`src/rtl/pdio_pkg.sv`:
```
// package: constants for the digital i/o port block
package pdio_pkg;
	localparam int PDIO_GRP_W = 8;
	localparam int PDIO_NUM_GRP = 3;
	localparam int PDIO_BIDIR_W = 24;
	localparam int PDIO_DED_W = 16;
	localparam int PDIO_IRQ_N = 4;
	localparam int PDIO_IRQ_GRP = 2;
	localparam logic [PDIO_DED_W-1:0] PDIO_DOUT_RST = 16'h0000;
	localparam logic [PDIO_IRQ_N-1:0] PDIO_MASK_RST = 4'h0;
	localparam logic [PDIO_IRQ_N-1:0] PDIO_POL_RST = 4'h0;
	localparam logic [PDIO_NUM_GRP-1:0] PDIO_DIR_RST = 3'h0;
	localparam logic [PDIO_GRP_W-1:0] PDIO_BYTE_ZERO = 8'h00;
	localparam logic [PDIO_DED_W-1:0] PDIO_WORD_ZERO = 16'h0000;
	// enable mode tracking, gray coded
	typedef enum logic [1:0] {
		PDIO_OFF = 2'b00,
		PDIO_ON = 2'b01
	} pdio_mode_t;
endpackage

```
`src/rtl/pdio_top.sv`:
```
// digital i/o ports: three bidir byte groups, dedicated in/out words, level irq
// Functional notes
// - all i/o except irq status disabled at power-up until enabled
// - enable low blocks bidir operations
// - bidir groups come up as inputs
// - bidir output latches may start undefined
// - three byte groups, independent direction each
// - input group reads its pin levels
// - output group reads its latch
// - input write updates latch; output drives instantly
// - dedicated input reads pins only when enabled
// - dedicated output drives only when enabled
// - dedicated output latch clears at power-up
// - four irq sources from group two
// - level irq, high while enabled source active
// - per-source polarity inverter before detection
`timescale 1ns/100ps
module pdio_top
	import pdio_pkg::*;
(
	// clock, reset, clock enable
	input wire logic sys_clk_i,
	input wire logic srst_i,
	input wire logic clk_en_i,
	// control from host side
	input wire logic io_enable_i,
	input wire logic [PDIO_NUM_GRP-1:0] grp_dir_out_i,
	input wire logic [PDIO_NUM_GRP-1:0] grp_wr_i,
	input wire logic [PDIO_GRP_W-1:0] grp_wdata_i,
	input wire logic dout_wr_i,
	input wire logic [PDIO_DED_W-1:0] dout_wdata_i,
	input wire logic [PDIO_IRQ_N-1:0] irq_mask_i,
	input wire logic [PDIO_IRQ_N-1:0] irq_invert_i,
	// readback to host side
	output logic [PDIO_BIDIR_W-1:0] grp_rdata_o,
	output logic [PDIO_DED_W-1:0] din_rdata_o,
	output logic [PDIO_IRQ_N-1:0] irq_status_o,
	output logic irq_o,
	// bidir connector pins
	input wire logic [PDIO_BIDIR_W-1:0] bidir_pin_i,
	output logic [PDIO_BIDIR_W-1:0] bidir_pin_o,
	output logic [PDIO_BIDIR_W-1:0] bidir_pin_oe_n_o,
	// dedicated headers
	input wire logic [PDIO_DED_W-1:0] in_line_i,
	output logic [PDIO_DED_W-1:0] out_line_o,
	output logic out_line_oe_n_o
);
	// ------------------------------------------------------------
	// control state
	// ------------------------------------------------------------
	pdio_mode_t mode_q;
	logic [PDIO_NUM_GRP-1:0] dir_q;
	logic [PDIO_BIDIR_W-1:0] latch_q;
	logic [PDIO_DED_W-1:0] dout_q;
	logic [PDIO_IRQ_N-1:0] mask_q;
	logic [PDIO_IRQ_N-1:0] pol_q;
	logic en_w;
	logic [PDIO_IRQ_N-1:0] src_w;
	logic [PDIO_IRQ_N-1:0] act_w;
	logic irq_d;

	// enable decode
	assign en_w = (mode_q == PDIO_ON);

	// mode follows the global enable line; reset forces off
	always_ff @(posedge sys_clk_i) begin
		if (srst_i) begin
			mode_q <= PDIO_OFF;
		end else if (clk_en_i) begin
			mode_q <= io_enable_i ? PDIO_ON : PDIO_OFF;
		end
	end

	// ------------------------------------------------------------
	// bidirectional groups
	// ------------------------------------------------------------
	genvar g;
	generate
		for (g = 0; g < PDIO_NUM_GRP; g++) begin : g_grp
			logic [PDIO_GRP_W-1:0] rd_w;
			logic drive_w;
			// read mux: pins when input, latch when output
			assign rd_w = dir_q[g] ? latch_q[g*PDIO_GRP_W +: PDIO_GRP_W]
				: bidir_pin_i[g*PDIO_GRP_W +: PDIO_GRP_W];
			assign drive_w = en_w && dir_q[g];

			// direction, reset to input
			always_ff @(posedge sys_clk_i) begin
				if (srst_i) begin
					dir_q[g] <= PDIO_DIR_RST[g];
				end else if (clk_en_i && en_w) begin
					dir_q[g] <= grp_dir_out_i[g];
				end
			end

			// latch: no reset, written in either direction
			// contents stay unknown until the host writes them
			always_ff @(posedge sys_clk_i) begin
				if (clk_en_i && en_w && grp_wr_i[g]) begin
					latch_q[g*PDIO_GRP_W +: PDIO_GRP_W] <= grp_wdata_i;
				end
			end

			// registered readback and pin drive
			// oe takes the direction input itself, so a switch to output drives at once
			always_ff @(posedge sys_clk_i) begin
				if (srst_i) begin
					grp_rdata_o[g*PDIO_GRP_W +: PDIO_GRP_W] <= PDIO_BYTE_ZERO;
					bidir_pin_o[g*PDIO_GRP_W +: PDIO_GRP_W] <= PDIO_BYTE_ZERO;
					bidir_pin_oe_n_o[g*PDIO_GRP_W +: PDIO_GRP_W] <= ~PDIO_BYTE_ZERO;
				end else if (clk_en_i) begin
					grp_rdata_o[g*PDIO_GRP_W +: PDIO_GRP_W] <= en_w ? rd_w
						: PDIO_BYTE_ZERO;
					bidir_pin_o[g*PDIO_GRP_W +: PDIO_GRP_W] <=
						(drive_w && grp_wr_i[g]) ? grp_wdata_i
						: latch_q[g*PDIO_GRP_W +: PDIO_GRP_W];
					bidir_pin_oe_n_o[g*PDIO_GRP_W +: PDIO_GRP_W] <=
						{PDIO_GRP_W{~(en_w && grp_dir_out_i[g])}};
				end
			end
		end
	endgenerate

	// ------------------------------------------------------------
	// dedicated input and output words
	// ------------------------------------------------------------
	// oe follows the enable line itself, one cycle behind it
	// output latch clears at reset; input gated by enable
	always_ff @(posedge sys_clk_i) begin
		if (srst_i) begin
			dout_q <= PDIO_DOUT_RST;
			din_rdata_o <= PDIO_WORD_ZERO;
			out_line_o <= PDIO_WORD_ZERO;
			out_line_oe_n_o <= 1'b1;
		end else if (clk_en_i) begin
			if (en_w && dout_wr_i) begin
				dout_q <= dout_wdata_i;
			end
			din_rdata_o <= en_w ? in_line_i : PDIO_WORD_ZERO;
			out_line_o <= (en_w && dout_wr_i) ? dout_wdata_i : dout_q;
			out_line_oe_n_o <= ~io_enable_i;
		end
	end

	// ------------------------------------------------------------
	// interrupt sources
	// ------------------------------------------------------------
	// raw levels of group two low nibble, polarity, mask
	assign src_w = bidir_pin_i[PDIO_IRQ_GRP*PDIO_GRP_W +: PDIO_IRQ_N];
	assign act_w = (src_w ^ pol_q) & mask_q;
	assign irq_d = en_w && (|act_w);

	// mask and polarity registers, irq output stage
	always_ff @(posedge sys_clk_i) begin
		if (srst_i) begin
			mask_q <= PDIO_MASK_RST;
			pol_q <= PDIO_POL_RST;
			irq_status_o <= PDIO_MASK_RST;
			irq_o <= 1'b0;
		end else if (clk_en_i) begin
			mask_q <= irq_mask_i;
			pol_q <= irq_invert_i;
			irq_status_o <= src_w;
			irq_o <= irq_d;
		end
	end

	// ------------------------------------------------------------
	// checks
	// ------------------------------------------------------------
	// a frozen clock enable holds every flop outside reset, so each check except the two reset checks waits for it
	int_disabled_a: assert property (@(posedge sys_clk_i) disable iff (srst_i)
		clk_en_i && !en_w |=> (&bidir_pin_oe_n_o)) else $error("bidir driven while disabled");
	grp_reset_a: assert property (@(posedge sys_clk_i)
		srst_i |=> (dir_q == PDIO_DIR_RST) && !en_w) else $error("reset state wrong");
	dout_reset_a: assert property (@(posedge sys_clk_i)
		srst_i |=> (dout_q == PDIO_DOUT_RST)) else $error("dout latch not cleared");
	din_gate_a: assert property (@(posedge sys_clk_i) disable iff (srst_i)
		clk_en_i && !en_w |=> din_rdata_o == PDIO_WORD_ZERO) else $error("din not gated");
	dout_gate_a: assert property (@(posedge sys_clk_i) disable iff (srst_i)
		clk_en_i && !io_enable_i |=> out_line_oe_n_o) else $error("dout driven while off");
	irq_level_a: assert property (@(posedge sys_clk_i) disable iff (srst_i)
		clk_en_i |=> irq_o == $past(irq_d)) else $error("irq level mismatch");
	irq_mask_a: assert property (@(posedge sys_clk_i) disable iff (srst_i)
		clk_en_i && mask_q == PDIO_MASK_RST |=> !irq_o) else $error("masked irq fired");
	rd_in_a: assert property (@(posedge sys_clk_i) disable iff (srst_i)
		clk_en_i && en_w && !dir_q[0]
		|=> grp_rdata_o[PDIO_GRP_W-1:0] == $past(bidir_pin_i[PDIO_GRP_W-1:0]))
		else $error("input readback wrong");
	rd_out_a: assert property (@(posedge sys_clk_i) disable iff (srst_i)
		clk_en_i && en_w && dir_q[1]
		|=> grp_rdata_o[PDIO_GRP_W +: PDIO_GRP_W] == $past(latch_q[PDIO_GRP_W +: PDIO_GRP_W]))
		else $error("output readback wrong");

	// refused traffic: direction stays put and irq stays low while disabled
	dir_hold_a: assert property (@(posedge sys_clk_i) disable iff (srst_i)
		clk_en_i && !en_w |=> $stable(dir_q))
		else $error("direction moved while disabled");
	irq_off_a: assert property (@(posedge sys_clk_i) disable iff (srst_i)
		clk_en_i && !en_w |=> !irq_o)
		else $error("irq raised while disabled");
	// pin drive shows the latch when no write is in flight
	drive_latch_a: assert property (@(posedge sys_clk_i) disable iff (srst_i)
		clk_en_i && en_w && dir_q[0] && !grp_wr_i[0]
		|=> bidir_pin_o[PDIO_GRP_W-1:0] == $past(latch_q[PDIO_GRP_W-1:0]))
		else $error("pin drive differs from latch");
	// status shows raw source levels, before polarity and mask
	irq_src_a: assert property (@(posedge sys_clk_i) disable iff (srst_i)
		clk_en_i |=> irq_status_o == $past(src_w))
		else $error("irq status not raw level");
	// an unmasked source at its active level raises the request
	irq_one_a: assert property (@(posedge sys_clk_i) disable iff (srst_i)
		clk_en_i && en_w && mask_q[0] && (src_w[0] != pol_q[0]) |=> irq_o)
		else $error("active source did not raise irq");
	// dedicated output word: new data on write, latch otherwise
	dout_wr_a: assert property (@(posedge sys_clk_i) disable iff (srst_i)
		clk_en_i && en_w && dout_wr_i |=> out_line_o == $past(dout_wdata_i))
		else $error("dout write not driven");
	dout_hold_a: assert property (@(posedge sys_clk_i) disable iff (srst_i)
		clk_en_i && !(en_w && dout_wr_i) |=> out_line_o == $past(dout_q))
		else $error("dout latch not driven");
endmodule // pdio_top

```
`config.mk`:
```
export PLATFORM = sky130hd
export DESIGN_NAME = pdio_top
export DESIGN_NICKNAME = d
export VERILOG_FILES = /design/src/rtl/pdio_pkg.sv /design/src/rtl/pdio_top.sv
export SDC_FILE = /design/constraint.sdc
export NUM_CORES = 1
export LEC_CHECK = 0
export BUFFER_PORTS_ARGS = -buffer_cell sky130_fd_sc_hd__buf_2
export CORE_AREA = 5 5 120 99
export CTS_CLUSTER_DIAMETER = 80
export DETAILED_ROUTE_END_ITERATION = 10
export DIE_AREA = 0 0 125 104
export PLACE_DENSITY_LB_ADDON = 0.08
export REMOVE_ABC_BUFFERS = 1
export SKIP_LAST_GASP = 1
export SLEW_MARGIN = 30
export SYNTH_ARGS = -nofsm -noshare
export SYNTH_HDL_FRONTEND = slang
export SYNTH_SLANG_ARGS = --single-unit
```
`constraint.sdc`:
```
create_clock -name sys_clk_i -period 1.7 [get_ports sys_clk_i]
set_input_delay 0.34 -clock sys_clk_i [delete_from_list [all_inputs] [get_ports sys_clk_i]]
set_output_delay 0.34 -clock sys_clk_i [all_outputs]
set_load 0.05 [all_outputs]
```
---- Word level (Yosys, flattened, before mapping) ----
Index checks and enable logic that the tools add are counted.
storage, ports and cells
  output and inout port bits .............. 110
  register bits ........................... 126
  logic and storage cells ................. 58
  input bits .............................. 83
cells by class
  muxes and demuxes ....................... 11
  equality and inequality tests ........... 1
  bitwise gates (word level) .............. 6
  reduce and logical (&&, ||, !) cells .... 17
operator list
  cell                                            count
  2-to-1 mux 8 bit                                9
  2-to-1 mux 16 bit                               1
  logical AND 1 bit                               15
  AND 4 bit                                       1
  inverter 1 bit                                  4
  OR reduction 4 bit                              1
  XOR 4 bit                                       1
  == test 2 x 1 -> 1 bit (second input constant)  1
  AND reduction 2 bit                             1
  2-to-1 mux 1 bit                                1

---- Depth between registers and ports, before layout ----
  word-level depth ........................ 4
  gate-level depth with buffers ........... 6
  gate-level depth less buffers ........... 4

---- Worst setup path before layout ----
No wires, ideal clock.
  path type ............................... input to register
  start point ............................. input clk_en_i
  end point ............................... register latch_q[0] (enable)
  path buffers ............................ 2
  path slack .............................. 0.295 ns
  arrival ................................. 1.073 ns
  library setup time ...................... 0.332 ns
  required time ........................... 1.368 ns
  stages .................................. 3
  cell sequence ........................... buf_2 > clkbuf_1 > and3_1
between the ends
  word-level cells in the longest chain between the ends .. 2
ends and longest elaborated chain
  item                             line             source
  from (decl)                      pdio_top.sv:24   input wire logic clk_en_i,
  logical AND 1 bit (2 in series)  pdio_top.sv:99   if (clk_en_i && en_w && grp_wr_i[g]) begin
  to (signal, indexed assignment)  pdio_top.sv:100  latch_q[g*PDIO_GRP_W +: PDIO_GRP_W] <= grp_wdata_i;
  to (decl)                        pdio_top.sv:53   logic [PDIO_BIDIR_W-1:0] latch_q;
Every way passes these cells.
A chain may end at the register's enable or synchronous reset.

---- Worst setup path in the final report ----
  start point ............................. register, netlist name bidir_pin_oe_n_o[0]
  end point ............................... output bidir_pin_oe_n_o[5]
RTL lines
  item       line            source
  to (decl)  pdio_top.sv:42  output logic [PDIO_BIDIR_W-1:0] bidir_pin_oe_n_o,
No word-level cell between the ends.

==> summary.md <==
| Metric | Value |
|---|---|
| Worst Setup EP | `bidir_pin_oe_n_o[5]` |
| Worst reg2reg path depth | `4` |
| Gr ovfl total | `0` |
| H-tree depth | `4` |
| FF+latch count, synth | `125` |
| Max-slew violations | `0` |
| Minimum clock period | `1.54 ns` |
| Yosys top cell by area | `dfxtp_1` |
| Run status | `finished clean` |
| DRT iter0 DRCs | `238` |
| Top delay family on crit path | `flip-flops` |
| DP Area | `5970 um2` |
| Core Region | `10600 um2` |
| Post-synth cell types | `29` |
| Area grow syn2layout | `30.4%` |
| Final #Nets | `746` |
| MaxCap Viol Count | `0` |
| Setup Buffers After CTS | `0` |
| DR WL/cell | `16.2 um` |
| Worst-margin pin slew | `0.481 ns` |
| Die Width | `125 um` |
| Crit-path cells | `buf_2` |
| CP Class | `flip-flop to primary output` |
| Largest net degree at the start of global routing | `40` |
| Crit path from | `bidir_pin_oe_n_o[0]$_SDFFE_PP1P_` |
| R2r startpoint | `mode_q[0]$_SDFFE_PP0P_` |
| DP Cell Count | `788` |
| Syn avg cell area | `10.2 um2` |
| Hpwl dp | `9700 um` |
| # IOs | `193` |
| Final Hold Vio Count | `0` |
| Final setup fails | `0` |
| Cell count after synthesis | `492` |
| CP endpoint kind | `primary output` |
| Primary FF master, synth | `dfxtp_1` |
| Ys async rst share | `0` |
| Pre-CTS setup slack | `0.153 ns` |
| Crit path depth | `1` |
| Clock Latency Late Sink | `0.41 ns` |
| Starting density of the core | `0.475` |
| Hold Crit Class | `primary input to flip-flop` |
| Cell Count, Final, Fillers Out | `820` |
| Final wirelength | `13300 um` |
| TritonCTS Sinks | `125` |
| Number of synthesized flops with an enable pin | `24` |
| GR Util All Layers | `0.207` |
| Row count | `34` |
| CTS resizes | `0` |
| Post-route total power | `7.42 mW` |
| Sequential fraction of the synthesis area | `0.546` |
| N_diodes | `0` |
| Avg Vias per Cell | `4.95` |
| Syn. warnings | `0` |
| Clk pin slew, worst setup/hold paths | `0.05 ns` |
| CP bufs+invs | `1` |
| RSZ-0062 raised after global routing | `false` |
| Initial antenna violation count | `0` |
| Critical Path Start Type | `flip-flop` |
| Global-route wire length before repair | `21800 um` |
| RePlAce Congestion | `0.819` |
| Cts bufs inserted | `17` |
| VDD IR max | `0.702 mV` |
| Max incr delay on CP | `0.47 ns` |
| Root Buffer | `clkbuf_16` |
| CP max FO | `9` |
| Chip height | `104 um` |
| Critical path's slowest cell | `dfxtp_1` |
| Static leakage power | `3.00 nW` |
| Vias in the first global route | `4109` |
| Crit path DAT | `1.20 ns` |
| Worst Slack Setup Final | `0.160 ns` |
| Layout cells sized above 1 | `0.374` |
| Worst Path Required | `1.36 ns` |
| Post-Synthesis Cell Area | `5030 um2` |
| Worst relative slew slack | `0.679` |
| Post-synth top area share | `0.402` |
| Pwr dens | `1130 nW/um2` |
| Fmax | `0.649 GHz` |
| # hold bufs at CTS | `0` |
| DR DRC count | `0` |
| Clock Path Buffers | `2` |
| PortBufs | `192` |
| Final period utilization | `0.906` |
| Finished Cell Area | `6560 um2` |
| Detailed Routing Iterations Pass 1 | `4` |
| Via Count | `4063` |
| CTS tree | `built` |
| Synth area leaders | `dfxtp_1, edfxtp_1, mux2i_1` |
| Top-count cell post-synth | `dfxtp_1` |
| Die area | `13000 um2` |
| Synth cell count leaders | `dfxtp_1, nor2_1, mux2i_1` |
| Reg-to-reg slack, setup | `0.19 ns` |
| Reg-to-reg critical path endpoint | `dout_q[2]$_SDFFE_PP0P_` |
| Fin Clk Skew | `0.0194 ns` |
| ANT nets after route | `0` |
## layer usage
layer	vias up	global-route usage	routed length, um	share of wire
li1	2022	-	-	-
met1	1888	0.267	5850	0.44
met2	151	0.343	6520	0.49
met3	2	0.0590	892	0.067
met4	0	0.0542	46	0.0035
met5	-	0	0	0
## metrics by stage
stage / hold WS (ns) / TNS, ns / util
detailed placement: 0.444 / 0 / 0.564
global placement: 0.442 / 0 / 0.564
finish: 0.166 / 0 / 0.619
floorplan: 0.402 / -40.61 / -
global route: 0.165 / 0 / 0.619
CTS: 0.160 / 0 / 0.619
## registers in the layout (all words and copies together) (netlist names)
register and count:
irq_o 1, latch_q 24, out_line_oe_n_o 1, din_rdata_o 16, mask_q 4, bidir_pin_oe_n_o 3, mode_q 1, grp_rdata_o 24
irq_status_o 4, dir_q 3, pol_q 4, bidir_pin_o 24, dout_q 16
## power by group
part	total, mW	internal, mW	switching [mW]
Sequential	3.17	3.11	0.0566
Clock	3.46	2.23	1.22
Combinational	0.794	0.249	0.545
## worst min path at each step
stage,cells after the start,slack [ns],end,startpoint
after floorplan,1,0.40,dout_q[13]$_SDFFE_PP0P_,srst_i
after global placement,2,0.44,dout_q[0]$_SDFFE_PP0P_,dout_q[0]$_SDFFE_PP0P_
after detailed placement,2,0.44,dout_q[11]$_SDFFE_PP0P_,dout_q[11]$_SDFFE_PP0P_
after CTS,3,0.16,din_rdata_o[12]$_SDFFE_PP0P_,in_line_i[12]
after global routing,3,0.17,din_rdata_o[10]$_SDFFE_PP0P_,in_line_i[10]
final,3,0.17,din_rdata_o[10]$_SDFFE_PP0P_,in_line_i[10]
## area by class of cell
type | instances | area, um2
flip-flops and latches | 125 | 2740
well taps | 144 | 180
clock inverters | 4 | 23.8
multi-input cells | 310 | 1900
fillers | 898 | 4040
inverters | 2 | 7.51
repair buffers | 207 | 1140
clock buffers | 28 | 559
## cell families (layout without fill, tap and decap cells)
| family | count (synthesis) | count (layout) | synth area share |
|---|---|---|---|
| flip-flops | 125 | 125 | 0.546 |
| multiplexers | 60 | 60 | 0.119 |
| AO/OA/AOI/OAI | 91 | 91 | 0.123 |
| XOR/XNOR | 4 | 4 | 0.00697 |
| buffers and inverters | 57 | 241 | 0.0757 |
| AND/OR/NAND/NOR | 155 | 155 | 0.129 |
## cell usage in the layout (no fill, tap or decap), types with 5 or more instances in the layout
| cell type | count |
|---|---|
| dfxtp_1 | 101 |
| edfxtp_1 | 24 |
| buf_4 | 11 |
| a21oi_1 | 43 |
| mux2i_1 | 60 |
| nor2_1 | 100 |
| a211oi_1 | 24 |
| buf_12 | 5 |
| a22oi_1 | 6 |
| a22oi_2 | 10 |
| nand2_1 | 44 |
| buf_2 | 191 |
| clkbuf_16 | 19 |
| clkbuf_8 | 5 |
(Power assumes the default switching activity.)
